### config.mk
export PLATFORM = sky130hd
export DESIGN_NAME = pps_top
export DESIGN_NICKNAME = d
export VERILOG_FILES = /design/src/hdl/pps_pkg.sv /design/src/hdl/pps_top.sv /design/src/hdl/pps_route.sv
export SDC_FILE = /design/constraint.sdc
export NUM_CORES = 1
export LEC_CHECK = 0
export ABC_CLOCK_PERIOD_IN_PS = 2150
export BUFFER_PORTS_ARGS = -buffer_cell sky130_fd_sc_hd__buf_2
export CAP_MARGIN = 30
export CORE_AREA = 2 2 154 156
export DETAILED_ROUTE_END_ITERATION = 7
export DIE_AREA = 0 0 156 158
export HOLD_SLACK_MARGIN = 0.08
export PLACE_DENSITY = 0.8
export SETUP_SLACK_MARGIN = 0.1
export SYNTH_ARGS = -nofsm -noshare
export SYNTH_HDL_FRONTEND = slang
export SYNTH_HIERARCHICAL = 1
export SYNTH_SLANG_ARGS = --single-unit
### constraint.sdc
create_clock -name aclk -period 2.15 [get_ports aclk]
set_input_delay 0.3225 -clock aclk [delete_from_list [all_inputs] [get_ports aclk]]
set_output_delay 0.3225 -clock aclk [all_outputs]
set_load 0.05 [all_outputs]
### src/hdl/pps_pkg.sv
// How it works
// RULE1: Timer0 channel0 goes primary or alternate pin.
// RULE2: Serial0 receive and transmit move as pair.
// RULE3: SPI port0 four signals switch together.
// RULE4: Two-wire port0 clock and data switch together.
// RULE5: Clock output goes first or second pin.
// RULE6: Reserved bits read zero, ignore writes; the code stores bits 5:0 of the second register and reads them back.
// RULE7: Interrupt input chooses one of eight pins.
// RULE8: Pulse timer input1 first or alternate pin.
// RULE9: Pulse timer input0 first or alternate pin.
// RULE10: Serial2 transmit and receive switch together.
// RULE11: Serial1 transmit and receive switch together.
// RULE12: SPI port1 four signals switch together.
// RULE13: Two-wire port1 clock and data switch together.
// RULE14: Timer2 channel5 primary or alternate pin.
// RULE15: Timer2 channel4 primary or alternate pin.
// RULE16: Timer2 channel3 three pins, code 11 refused.
// RULE17: Four-wire option works only with selector clear.
// RULE18: Each signal owns exactly one pad always.
package pps_pkg;
  localparam int ADDR_W = 8;
  localparam int DATA_W = 32;
  localparam int STRB_W = 4;
  localparam int SEL_W = 3;

  localparam logic [ADDR_W-1:0] OFF_CTRL = 8'h08;
  localparam logic [ADDR_W-1:0] OFF_FIRST = 8'h0C;
  localparam logic [ADDR_W-1:0] OFF_SECOND = 8'h10;

  localparam logic [DATA_W-1:0] MASK_FIRST = 32'h0000_01F7;
  localparam logic [DATA_W-1:0] MASK_SECOND = 32'h0000_FFFF;
  localparam logic [DATA_W-1:0] MASK_CTRL = 32'h0000_0001;
  localparam logic [DATA_W-1:0] RESET_REG = 32'h0000_0000;

  localparam int F_T0C0 = 8;
  localparam int F_U0 = 7;
  localparam int F_SPI0 = 6;
  localparam int F_I2C0 = 5;
  localparam int F_RTC = 4;
  localparam int F_RES3 = 3;
  localparam int F_IRQ = 0;
  localparam int F_PWT1 = 15;
  localparam int F_PWT0 = 14;
  localparam int F_U2 = 13;
  localparam int F_U1 = 12;
  localparam int F_SPI1 = 11;
  localparam int F_I2C1 = 10;
  localparam int F_T2C5 = 9;
  localparam int F_T2C4 = 8;
  localparam int F_T2C3 = 6;
  localparam int F_FOURWIRE = 0;
  localparam int RES_HI_LSB = 16;

  localparam logic [1:0] T2C3_RSVD = 2'b11;
  localparam logic [1:0] RESP_OKAY = 2'b00;
  localparam logic [1:0] RESP_SLVERR = 2'b10;

  localparam int GROUPS = 15;
  localparam int SIG_TOTAL = 26;
  localparam int PAD_TOTAL = 59;
  localparam int OWN_TOTAL = 37;
  // Group order: t0c0 u0 spi0 i2c0 rtc irq pwt1 pwt0 u2 u1 spi1 i2c1 t2c5 t2c4 t2c3.
  localparam int G_W [GROUPS] = '{1, 2, 4, 2, 1, 1, 1, 1, 2, 2, 4, 2, 1, 1, 1};
  localparam int G_N [GROUPS] = '{2, 2, 2, 2, 2, 8, 2, 2, 2, 2, 2, 2, 2, 2, 3};
  localparam int G_S [GROUPS] = '{0, 1, 3, 7, 9, 10, 11, 12, 13, 15, 17, 21, 23, 24, 25};
  localparam int G_P [GROUPS] = '{0, 2, 6, 14, 18, 20, 28, 30, 32, 36, 40, 48, 52, 54, 56};
  localparam int G_O [GROUPS] = '{0, 2, 4, 6, 8, 10, 18, 20, 22, 24, 26, 28, 30, 32, 34};

  typedef enum logic [1:0] {
    PPS_RD_NONE = 2'b00,
    PPS_RD_FIRST = 2'b01,
    PPS_RD_SECOND = 2'b10,
    PPS_RD_CTRL = 2'b11
  } pps_rd_t;
endpackage

### src/hdl/pps_top.sv
// Added by the designer: the AXI4-Lite register port.
`timescale 1ns/1ps
module pps_top (
  input wire logic aclk,
  input wire logic aresetn,
  input wire logic [pps_pkg::ADDR_W-1:0] s_axi_awaddr,
  input wire logic s_axi_awvalid,
  output logic s_axi_awready,
  input wire logic [pps_pkg::DATA_W-1:0] s_axi_wdata,
  input wire logic [pps_pkg::STRB_W-1:0] s_axi_wstrb,
  input wire logic s_axi_wvalid,
  output logic s_axi_wready,
  output logic [1:0] s_axi_bresp,
  output logic s_axi_bvalid,
  input wire logic s_axi_bready,
  input wire logic [pps_pkg::ADDR_W-1:0] s_axi_araddr,
  input wire logic s_axi_arvalid,
  output logic s_axi_arready,
  output logic [pps_pkg::DATA_W-1:0] s_axi_rdata,
  output logic [1:0] s_axi_rresp,
  output logic s_axi_rvalid,
  input wire logic s_axi_rready,
  input wire logic [pps_pkg::SIG_TOTAL-1:0] per_out,
  input wire logic [pps_pkg::SIG_TOTAL-1:0] per_oe,
  output logic [pps_pkg::SIG_TOTAL-1:0] per_in,
  input wire logic [pps_pkg::PAD_TOTAL-1:0] pad_in,
  output logic [pps_pkg::PAD_TOTAL-1:0] pad_out,
  output logic [pps_pkg::PAD_TOTAL-1:0] pad_oe,
  output logic [pps_pkg::OWN_TOTAL-1:0] pad_own,
  output logic fourwire_active
);
  import pps_pkg::*;

  logic [DATA_W-1:0] reg_first;
  logic [DATA_W-1:0] reg_second;
  logic [DATA_W-1:0] reg_ctrl;
  logic [ADDR_W-1:0] aw_addr;
  logic aw_full;
  logic [DATA_W-1:0] w_data;
  logic [STRB_W-1:0] w_strb;
  logic w_full;
  logic do_write;
  logic wr_hit;
  logic [DATA_W-1:0] next_first;
  logic [DATA_W-1:0] next_second;
  logic [DATA_W-1:0] next_ctrl;
  logic [SEL_W-1:0] sel_g [GROUPS];
  pps_rd_t rd_kind;

  function automatic logic [DATA_W-1:0] merge(
    input logic [DATA_W-1:0] old,
    input logic [DATA_W-1:0] data,
    input logic [STRB_W-1:0] strb
  );
    logic [DATA_W-1:0] m;
    m = '0;
    for (int b = 0; b < STRB_W; b++) begin
      m[b*8 +: 8] = {8{strb[b]}};
    end
    return (old & ~m) | (data & m);
  endfunction

  function automatic pps_rd_t decode(input logic [ADDR_W-1:0] a);
    pps_rd_t k;
    k = PPS_RD_NONE;
    if (a == OFF_FIRST) begin
      k = PPS_RD_FIRST;
    end else if (a == OFF_SECOND) begin
      k = PPS_RD_SECOND;
    end else if (a == OFF_CTRL) begin
      k = PPS_RD_CTRL;
    end
    return k;
  endfunction

  // A write happens once both halves are held and the previous answer has gone.
  assign do_write = aw_full & w_full & ~s_axi_bvalid;
  assign wr_hit = (decode(aw_addr) != PPS_RD_NONE);

  always_comb begin
    next_first = merge(reg_first, w_data, w_strb) & MASK_FIRST; // [RULE6]
    next_ctrl = merge(reg_ctrl, w_data, w_strb) & MASK_CTRL;
    next_second = merge(reg_second, w_data, w_strb) & MASK_SECOND; // [RULE6]
    // The reserved channel3 code would leave the channel on no pad, so it is refused.
    if (next_second[F_T2C3 +: 2] == T2C3_RSVD) begin
      next_second[F_T2C3 +: 2] = reg_second[F_T2C3 +: 2]; // [RULE16]
    end
  end

  always_ff @(posedge aclk) begin
    if (!aresetn) begin
      s_axi_awready <= 1'b1;
      aw_full <= 1'b0;
      aw_addr <= '0;
    end else if (s_axi_awvalid && s_axi_awready) begin
      aw_addr <= s_axi_awaddr;
      aw_full <= 1'b1;
      s_axi_awready <= 1'b0;
    end else if (do_write) begin
      aw_full <= 1'b0;
      s_axi_awready <= 1'b1;
    end
  end

  always_ff @(posedge aclk) begin
    if (!aresetn) begin
      s_axi_wready <= 1'b1;
      w_full <= 1'b0;
      w_data <= '0;
      w_strb <= '0;
    end else if (s_axi_wvalid && s_axi_wready) begin
      w_data <= s_axi_wdata;
      w_strb <= s_axi_wstrb;
      w_full <= 1'b1;
      s_axi_wready <= 1'b0;
    end else if (do_write) begin
      w_full <= 1'b0;
      s_axi_wready <= 1'b1;
    end
  end

  always_ff @(posedge aclk) begin
    if (!aresetn) begin
      s_axi_bvalid <= 1'b0;
      s_axi_bresp <= RESP_OKAY;
    end else if (do_write) begin
      s_axi_bvalid <= 1'b1;
      s_axi_bresp <= wr_hit ? RESP_OKAY : RESP_SLVERR;
    end else if (s_axi_bready) begin
      s_axi_bvalid <= 1'b0;
    end
  end

  always_ff @(posedge aclk) begin
    if (!aresetn) begin
      reg_first <= RESET_REG;
      reg_second <= RESET_REG;
      reg_ctrl <= RESET_REG;
    end else if (do_write) begin
      case (decode(aw_addr))
        PPS_RD_FIRST: begin
          reg_first <= next_first;
        end
        PPS_RD_SECOND: begin
          reg_second <= next_second;
        end
        PPS_RD_CTRL: begin
          reg_ctrl <= next_ctrl;
        end
        default: begin
        end
      endcase
    end
  end

  always_ff @(posedge aclk) begin
    if (!aresetn) begin
      s_axi_arready <= 1'b1;
      s_axi_rvalid <= 1'b0;
      s_axi_rdata <= '0;
      s_axi_rresp <= RESP_OKAY;
      rd_kind <= PPS_RD_NONE;
    end else if (s_axi_arvalid && s_axi_arready) begin
      s_axi_arready <= 1'b0;
      s_axi_rvalid <= 1'b1;
      rd_kind <= decode(s_axi_araddr);
      s_axi_rresp <= RESP_OKAY;
      case (decode(s_axi_araddr))
        PPS_RD_FIRST: begin
          s_axi_rdata <= reg_first; // [RULE6]
        end
        PPS_RD_SECOND: begin
          s_axi_rdata <= reg_second; // [RULE6]
        end
        PPS_RD_CTRL: begin
          s_axi_rdata <= reg_ctrl;
        end
        default: begin
          s_axi_rdata <= '0;
          s_axi_rresp <= RESP_SLVERR;
        end
      endcase
    end else if (s_axi_rvalid && s_axi_rready) begin
      s_axi_rvalid <= 1'b0;
      s_axi_arready <= 1'b1;
    end
  end

  // Single-bit selectors are zero-extended to the common selector width.
  always_comb begin
    sel_g[0] = SEL_W'(reg_first[F_T0C0]); // [RULE1]
    sel_g[1] = SEL_W'(reg_first[F_U0]); // [RULE2]
    sel_g[2] = SEL_W'(reg_first[F_SPI0]); // [RULE3]
    sel_g[3] = SEL_W'(reg_first[F_I2C0]); // [RULE4]
    sel_g[4] = SEL_W'(reg_first[F_RTC]); // [RULE5]
    sel_g[5] = reg_first[F_IRQ +: SEL_W]; // [RULE7]
    sel_g[6] = SEL_W'(reg_second[F_PWT1]); // [RULE8]
    sel_g[7] = SEL_W'(reg_second[F_PWT0]); // [RULE9]
    sel_g[8] = SEL_W'(reg_second[F_U2]); // [RULE10]
    sel_g[9] = SEL_W'(reg_second[F_U1]); // [RULE11]
    sel_g[10] = SEL_W'(reg_second[F_SPI1]); // [RULE12]
    sel_g[11] = SEL_W'(reg_second[F_I2C1]); // [RULE13]
    sel_g[12] = SEL_W'(reg_second[F_T2C5]); // [RULE14]
    sel_g[13] = SEL_W'(reg_second[F_T2C4]); // [RULE15]
    sel_g[14] = SEL_W'(reg_second[F_T2C3 +: 2]); // [RULE16]
  end

  for (genvar g = 0; g < GROUPS; g++) begin : g_grp
    pps_route #(
      .W(G_W[g]),
      .N(G_N[g])
    ) u_route (
      .aclk(aclk),
      .aresetn(aresetn),
      .sel(sel_g[g]),
      .per_out(per_out[G_S[g] +: G_W[g]]),
      .per_oe(per_oe[G_S[g] +: G_W[g]]),
      .per_in(per_in[G_S[g] +: G_W[g]]),
      .pad_in(pad_in[G_P[g] +: G_W[g]*G_N[g]]),
      .pad_out(pad_out[G_P[g] +: G_W[g]*G_N[g]]),
      .pad_oe(pad_oe[G_P[g] +: G_W[g]*G_N[g]]),
      .pad_own(pad_own[G_O[g] +: G_N[g]])
    );
  end

  // The four-wire option has no meaning on the alternate pair, so it is masked there.
  always_ff @(posedge aclk) begin
    if (!aresetn) begin
      fourwire_active <= 1'b0;
    end else begin
      fourwire_active <= reg_ctrl[F_FOURWIRE] & ~reg_first[F_I2C0]; // [RULE17]
    end
  end
endmodule

### src/hdl/pps_route.sv
`timescale 1ns/1ps
// One peripheral group routed onto one of N pad sets; pad index is set*W + signal.
module pps_route #(
  parameter int W = 1,
  parameter int N = 2
) (
  input wire logic aclk,
  input wire logic aresetn,
  input wire logic [pps_pkg::SEL_W-1:0] sel,
  input wire logic [W-1:0] per_out,
  input wire logic [W-1:0] per_oe,
  output logic [W-1:0] per_in,
  input wire logic [W*N-1:0] pad_in,
  output logic [W*N-1:0] pad_out,
  output logic [W*N-1:0] pad_oe,
  output logic [N-1:0] pad_own
);
  import pps_pkg::*;

  // Unselected pads drive nothing and report free, so their other functions can use them.
  for (genvar k = 0; k < N; k++) begin : g_set
    always_ff @(posedge aclk) begin
      if (!aresetn) begin
        pad_own[k] <= (k == 0);
      end else begin
        pad_own[k] <= (int'(sel) == k); // [RULE18]
      end
    end
    for (genvar i = 0; i < W; i++) begin : g_sig
      always_ff @(posedge aclk) begin
        if (!aresetn) begin
          pad_out[k*W+i] <= 1'b0;
          pad_oe[k*W+i] <= 1'b0;
        end else begin
          pad_out[k*W+i] <= (int'(sel) == k) & per_out[i]; // [RULE18]
          pad_oe[k*W+i] <= (int'(sel) == k) & per_oe[i];
        end
      end
    end
  end

  for (genvar i = 0; i < W; i++) begin : g_in
    always_ff @(posedge aclk) begin
      if (!aresetn) begin
        per_in[i] <= 1'b0;
      end else if (int'(sel) < N) begin
        per_in[i] <= pad_in[int'(sel)*W+i];
      end else begin
        per_in[i] <= 1'b0;
      end
    end
  end
endmodule

==> run_results.csv, run 1 <==
group,metric,value,unit
place,dp_hpwl,17400,µm
sta,slew_headroom,61.7,%
synth,netlist_area,8870,µm²
synth,yosysWarnings,6,
setup_path,arrival,2.16,ns
final_layout,final_util,57.4,%
clock_network,htree_levels,1,
clock_network,clkTransAtPathRegs,0.06,ns
clock_network,insertion_delay,0.53,ns
synth,synth_edf_count,0,
floorplanning,io_pins,393,
global_routing,grt_pass1_wl,39300,µm
synth,synthXorXnorAreaFrac,0,%
routing,drt-pass1-iter-count,4,
final_layout,fin_cells,1735,
global_routing,grt_max_degree,67,
power_and_ir_drop,clkPwrFrac,43.6,%
synth,async_flop_share,0,%
synth,ys_types,54,
synth,yosysSeqAreaShare,58.2,%
status,status,"complete, no violations",
clock_network,clockBufferDepth,3,
clock_network,cts_resized,0,
routing,drcViolationCount,0,
clock_network,cts-root-buf,"clkbuf_16",
routing,routedWlPerCell,14.9,µm
floorplanning,core,23100,µm²
clock_network,cts_tree,"yes",
synth,synth_compound_area_share,7.56,%
power_and_ir_drop,total_power,10.6,mW
routing,vias,7856,
final_layout,fin_nets,1590,
sta,finalHoldViolCount,0,
synth,synth_top_family_by_area,"simple AND/OR/NAND/NOR gates",
global_routing,grt_pass1_vias,7750,
final_layout,area_growth,49.0,%
sta,tns,0,ns
power_and_ir_drop,p_sw_share,24.0,%
routing,route.final.wire_length,25900,µm
synth,synthSimpleGateAreaFrac,24.0,%
global_routing,antenna_found_initial,4,
power_and_ir_drop,seq_power_share,46.3,%
setup_path,crit_chain,"nor4b_4 -> nand4_2 -> mux2i_1",
setup_path,slowest_stage,"nor4b_4",
routing,via_per_inst,4.53,
floorplanning,rows,56,
power_and_ir_drop,power.density,805,nW/µm²
power_and_ir_drop,combPwrFrac,10.1,%
setup_path,cp_slowest_stage_delay,0.51,ns
sta,rsz0062_at_grt,"false",
synth,syn_area_per_cell,10.5,µm²
power_and_ir_drop,power.internal,8.09,mW
global_routing,grt.overflow.total,0,
setup_path,critPathBufInv,0,
run,maxCapViolations,0,
synth,synthAdderAreaFrac,0,%
hold_path,hp-class,"in2reg",
sta,fmax,585,MHz
sta,period_needed,1.71,ns
place,routabilityCongestion,0.851,
setup_path,start_kind,"flop",
place,dpl-instance-area,11300,µm²
place,place_inst,1578,
power_and_ir_drop,vdd_drop_max,0.482,mV
setup_path,crit_family,"simple AND/OR/NAND/NOR gates",
final_layout,mostFrequentLayoutCells,"buf_2, dfxtp_1, conb_1",
clock_network,cts.sink_count,258,
setup_path,critPathKind,"reg2reg",
floorplanning,die_h,158,µm
global_routing,gr-usage-all-layers,20.0,%
sta,setup_violations,0,
final_layout,drive_above_1_share,33.1,%
place,io_buffers,356,
routing,drtIter0Drc,332,
floorplanning,initial_core_util,38.5,%
sta,worst_clock_skew,0.0174,ns
final_layout,postLayoutCellArea,13200,µm²
floorplanning,die_w,156,µm
synth,synth_cells,848,
sta,period_share,79.5,%
power_and_ir_drop,power_switching,2.55,mW
floorplanning,dieArea,24600,µm²
final_layout,layout_commonest_cell,"buf_2",
synth,ys_ff_latch,258,
synth,synthMuxAreaShare,5.94,%
routing,final_antenna_net_count,0,
setup_path,path_max_fanout,8,
power_and_ir_drop,p_leak,6.39,nW
setup_path,cp-end-kind,"flop",
clock_network,cts_made_buffers,26,
synth,synth_top_flop_cell,"dfxtp_1",
sta,worstMarginPinSlew,0.567,ns
sta,slew_violations,0,
setup_path,cp.required,2.60,ns
==> power by group through the flow <==
stage          registers (mW)  clock network [mW]  logic, mW
2_1_floorplan            5.27                   0      0.382
3_3_place_gp             5.03                   0      0.896
3_5_place_dp             5.03                   0      0.910
4_1_cts                  4.93                4.76       1.06
5_1_grt                  4.94                4.94       1.16
6_report                 4.93                4.64       1.08
==> worst paths after layout <==
path / startpoint / end / slack (ns) / cells after the start
worst max register to register: aw_addr[1]$_SDFFE_PN0P_ / flop / 0.44 / 3
worst max-delay path: aw_addr[1]$_SDFFE_PN0P_ / flop / 0.44 / 3
worst min register to register: s_axi_rdata[8]$_SDFFE_PN0P_ / s_axi_rdata[8]$_SDFFE_PN0P_ / 0.45 / 2
worst min-delay path: pad_in[8] / g_grp[2].u_route/per_in[2]$_SDFF_PN0_ / 0.09 / 3
==> per-stage QoR <==
stage / hold slack (ns) / setup slack, ns
final: 0.0940 / 0.440
after global routing: 0.0949 / 0.268
after CTS: 0.0807 / 0.407
after detailed placement: 0.442 / 0.220
after global placement: 0.437 / 0.273
after floorplan: 0.394 / 0.540
==> cell type report <==
class                           count  area (µm²)
Clock inverter                      9         100
Fill cell                        1888        9830
Antenna cell                        6        15.0
Inverter                           17        63.8
Multi-Input combinational cell    646        3790
Timing Repair Buffer              471        2930
Sequential cell                   258        5160
Clock buffer                       38         797
Tap cell                          290         363
==> synthesized netlist by cell type, types with 3 or more instances <==
cell type  count  share of area, %
dfxtp_1      258                58
nand2_1      109               4.6
nor2_1        78               3.3
mux2i_1       47               5.3
nand2b_1      42               3.0
a21boi_1      29               2.5
nor3_1        26               1.5
buf_4         23               1.9
and2_1        20               1.4
and3_2        20               1.7
inv_1         17              0.72
clkbuf_1      15              0.63
o31ai_1       14               1.2
nor4_1        12              0.85
o21ai_1       12              0.68
nor4b_1       11               1.1
and4b_2       10               1.3
a22oi_1        8              0.68
nand3_1        8              0.45
nand3b_1       8              0.68
o31ai_2        8               1.1
nor2b_1        6              0.42
and2_2         5              0.42
and2b_2        5              0.49
buf_2          5              0.28
buf_6          5              0.63
nor2b_2        5              0.49
mux2_2         3              0.38
o211a_1        3              0.34
==> worst reg2reg max path, delay by kind of cell, from the launching register on <==
family	cells	cell delay [ns]
simple gates	2	1.00
flops	1	0.34
mux	1	0.29
==> logic make-up (layout without fill, tap and decap cells) <==
logic type	Yosys count	after routing
AOI/OAI and AO/OA	86	86
buffers and inverters	66	535
DFF	258	258
muxes	51	51
other	1	129
and+or+nand+nor	386	386
==> routing by layer <==
metal / up-vias / wire [µm] / global-route usage [%]
met3: 78 / 1750 / 4.33
met1: 3552 / 10200 / 22.2
li1: 3919 / - / -
met2: 307 / 12900 / 36.2
met5: - / 0 / 0
met4: 0 / 1090 / 10.2
==> registers in the layout (all words and copies together), names as in the netlist, 8 cells and up, named ones only <==
register	cells
s_axi_rdata	16
g_grp.u_route/pad_oe	59
g_grp.u_route/pad_out	59
g_grp.u_route/pad_own	37
w_data	16
aw_addr	8
g_grp.u_route/per_in	26
==> timing repair <==
item                                   4_1_cts  5_1_grt
buffers inserted                             0        0
endpoints found under the hold margin      135        0
hold buffers                               104        0
Note: power is estimated with default switching activity, not from simulation.
==> run 2, diff against run 1 <==
--- a/config.mk
+++ b/config.mk
@@ -5,14 +5,14 @@
 export SDC_FILE = /design/constraint.sdc
 export NUM_CORES = 1
 export LEC_CHECK = 0
-export ABC_CLOCK_PERIOD_IN_PS = 2150
+export ABC_CLOCK_PERIOD_IN_PS = 1500
 export BUFFER_PORTS_ARGS = -buffer_cell sky130_fd_sc_hd__buf_2
 export CAP_MARGIN = 30
-export CORE_AREA = 2 2 154 156
+export CORE_AREA = 2 2 153 155
 export DETAILED_ROUTE_END_ITERATION = 7
-export DIE_AREA = 0 0 156 158
+export DIE_AREA = 0 0 155 157
 export HOLD_SLACK_MARGIN = 0.08
-export PLACE_DENSITY = 0.8
+export PLACE_DENSITY = 0.83
 export SETUP_SLACK_MARGIN = 0.1
 export SYNTH_ARGS = -nofsm -noshare
 export SYNTH_HDL_FRONTEND = slang
==> constraint.sdc (replaced) <==
create_clock -name aclk -period 1.5 [get_ports aclk]
set_input_delay 0.225 -clock aclk [delete_from_list [all_inputs] [get_ports aclk]]
set_output_delay 0.225 -clock aclk [all_outputs]
set_load 0.05 [all_outputs]
==> run_results.csv, run 2 (synthesis gave the netlist of run 1 again) <==
group,metric,value,unit
power_and_ir_drop,vdd_drop_max,0.805,mV
final_layout,n_fill_cell,1746,
power_and_ir_drop,power.density,1110,nW/µm²
setup_path,worstRegToRegCells,4,
clock_network,cts-root-buf,"clkbuf_16",
setup_path,slowest_stage,"dlygate4sd3_1",
setup_path,cp_slowest_stage_delay,0.58,ns
final_layout,final_util,60.6,%
routing,vias,8178,
floorplanning,die_w,155,µm
sta,rsz0062_at_grt,"true",
routing,drt-pass1-iter-count,4,
sta,hold_ws,0.119,ns
final_layout,mostFrequentLayoutCells,"buf_2, dfxtp_1, dlygate4sd3_1",
setup_path,critPathCapture,"s_axi_rresp[1]$_SDFFE_PN0P_",
clock_network,cts_made_buffers,25,
clock_network,clkTransAtPathRegs,0.07,ns
setup_path,r2r-start,"aw_addr[6]$_SDFFE_PN0P_",
floorplanning,core,22500,µm²
sta,tns,0,ns
final_layout,fin_nets,1633,
final_layout,fin_cells,1769,
sta,slew_headroom,65.2,%
floorplanning,initial_core_util,39.4,%
setup_path,path_max_fanout,2,
setup_path,critPathBufInv,2,
routing,routedWlPerCell,15.4,µm
setup_path,startpoint,"s_axi_araddr[1]",
clock_network,cts_tree,"yes",
routing,final_antenna_net_count,0,
global_routing,antenna_found_initial,1,
sta,worst_clock_skew,0.0124,ns
sta,fmax,722,MHz
place,routabilityCongestion,0.831,
place,dp_hpwl,18000,µm
floorplanning,die_h,157,µm
routing,route.final.wire_length,27300,µm
global_routing,grt.overflow.total,0,
setup_path,critPathKind,"in2reg",
global_routing,grt_pass1_vias,8400,
clock_network,insertion_delay,0.51,ns
global_routing,grt_max_degree,53,
sta,slew_violations,0,
setup_path,arrival,1.78,ns
sta,setup_violations,0,
final_layout,drive_above_1_share,33.9,%
setup_path,worst-path-stages,4,
run,maxCapViolations,0,
routing,drcViolationCount,0,
place,io_buffers,356,
floorplanning,dieArea,24300,µm²
routing,drtIter0Drc,345,
clock_network,clockBufferDepth,3,
place,place_inst,1588,
hold_path,hp-class,"in2reg",
routing,via_per_inst,4.62,
global_routing,gr-usage-all-layers,21.3,%
sta,finalHoldViolCount,0,
final_layout,reg_top3,"g_grp.u_route/pad_oe x59, g_grp.u_route/pad_out x59, g_grp.u_route/pad_own x37",
setup_path,start_kind,"primary input",
setup_path,cp-end-kind,"flop",
sta,period_share,92.4,%
setup_path,crit_family,"buffers and inverters",
sta,period_needed,1.39,ns
floorplanning,io_pins,393,
global_routing,grt_pass1_wl,41700,µm
setup_path,r2r_slack,0.15,ns
final_layout,layout_commonest_cell,"buf_2",
clock_network,cts.sink_count,258,
status,status,"complete, no violations",
setup_path,cp.required,1.89,ns
final_layout,area_growth,53.8,%
sta,worstMarginPinSlew,0.520,ns
clock_network,htree_levels,1,
power_and_ir_drop,p_leak,6.58,nW
setup_path,crit_chain,"buf_2 -> or4_4 -> dlygate4sd3_1 -> o41a_1",
floorplanning,rows,55,
## run 2: worst min-delay path by stage
stage	startpoint	to	slack, ns	cells past startpoint
3_5_place_dp	s_axi_rdata[8]$_SDFFE_PN0P_	s_axi_rdata[8]$_SDFFE_PN0P_	0.44	2
4_1_cts	pad_in[50]	g_grp[11].u_route/per_in[0]$_SDFF_PN0_	0.09	3
3_3_place_gp	s_axi_rdata[8]$_SDFFE_PN0P_	s_axi_rdata[8]$_SDFFE_PN0P_	0.44	2
5_1_grt	aresetn	g_grp[14].u_route/pad_own[0]$_SDFF_PN1_	0.15	3
6_report	pad_in[50]	g_grp[11].u_route/per_in[0]$_SDFF_PN0_	0.12	3
2_1_floorplan	aresetn	g_grp[0].u_route/pad_own[0]$_SDFF_PN1_	0.30	1
## run 2: final cells by class
cell class	count	area [µm²]	share of cell area [%]
Sequential cell	258	5170	37.9
Multi-Input combinational cell	646	3840	28.1
Timing Repair Buffer	515	3360	24.6
Clock buffer	37	751	5.50
Tap cell	285	357	2.61
Clock inverter	9	103	0.752
Inverter	17	63.8	0.468
Antenna cell	2	5.00	0.0367
## run 2: worst min-delay path, cell delays in order
cell and delay, ns:
buf_2 0.08, mux2i_1 0.08, nor3_1 0.18
## run 2: report_power, final
group / switching (mW) / internal (mW)
combinational: 0.989 / 0.667
clock: 2.55 / 3.81
sequential: 0.0759 / 7.00
total: 3.61 / 11.5
## run 2: per-layer routing
layer	global-route usage, %	vias to the layer above	wire, µm
met5	0	-	0
li1	-	3985	-
met2	41.1	348	14500
met1	22.8	3775	10200
met4	8.25	0	881
met3	4.02	70	1710
## run 2: stage by stage
| stage | area (µm²) | power, mW | setup slack (ns) |
|---|---|---|---|
| floorplan | 9370 | 8.11 | -0.0338 |
| global placement | 11400 | 8.52 | -0.148 |
| detailed placement | 11400 | 8.54 | -0.179 |
| CTS | 13600 | 15.1 | 0.0934 |
| global route | 13600 | 15.6 | 0.0549 |
| finish | 13600 | 15.1 | 0.114 |
## run 2: timing repair
item / CTS / global route
hold endpoints to repair: 173 / 0
pin swaps: 1 / 5
endpoints found under the setup margin: 10 / 24
buffers inserted: 0 / 3
hold buffers: 130 / 0
resized for setup: 4 / 13
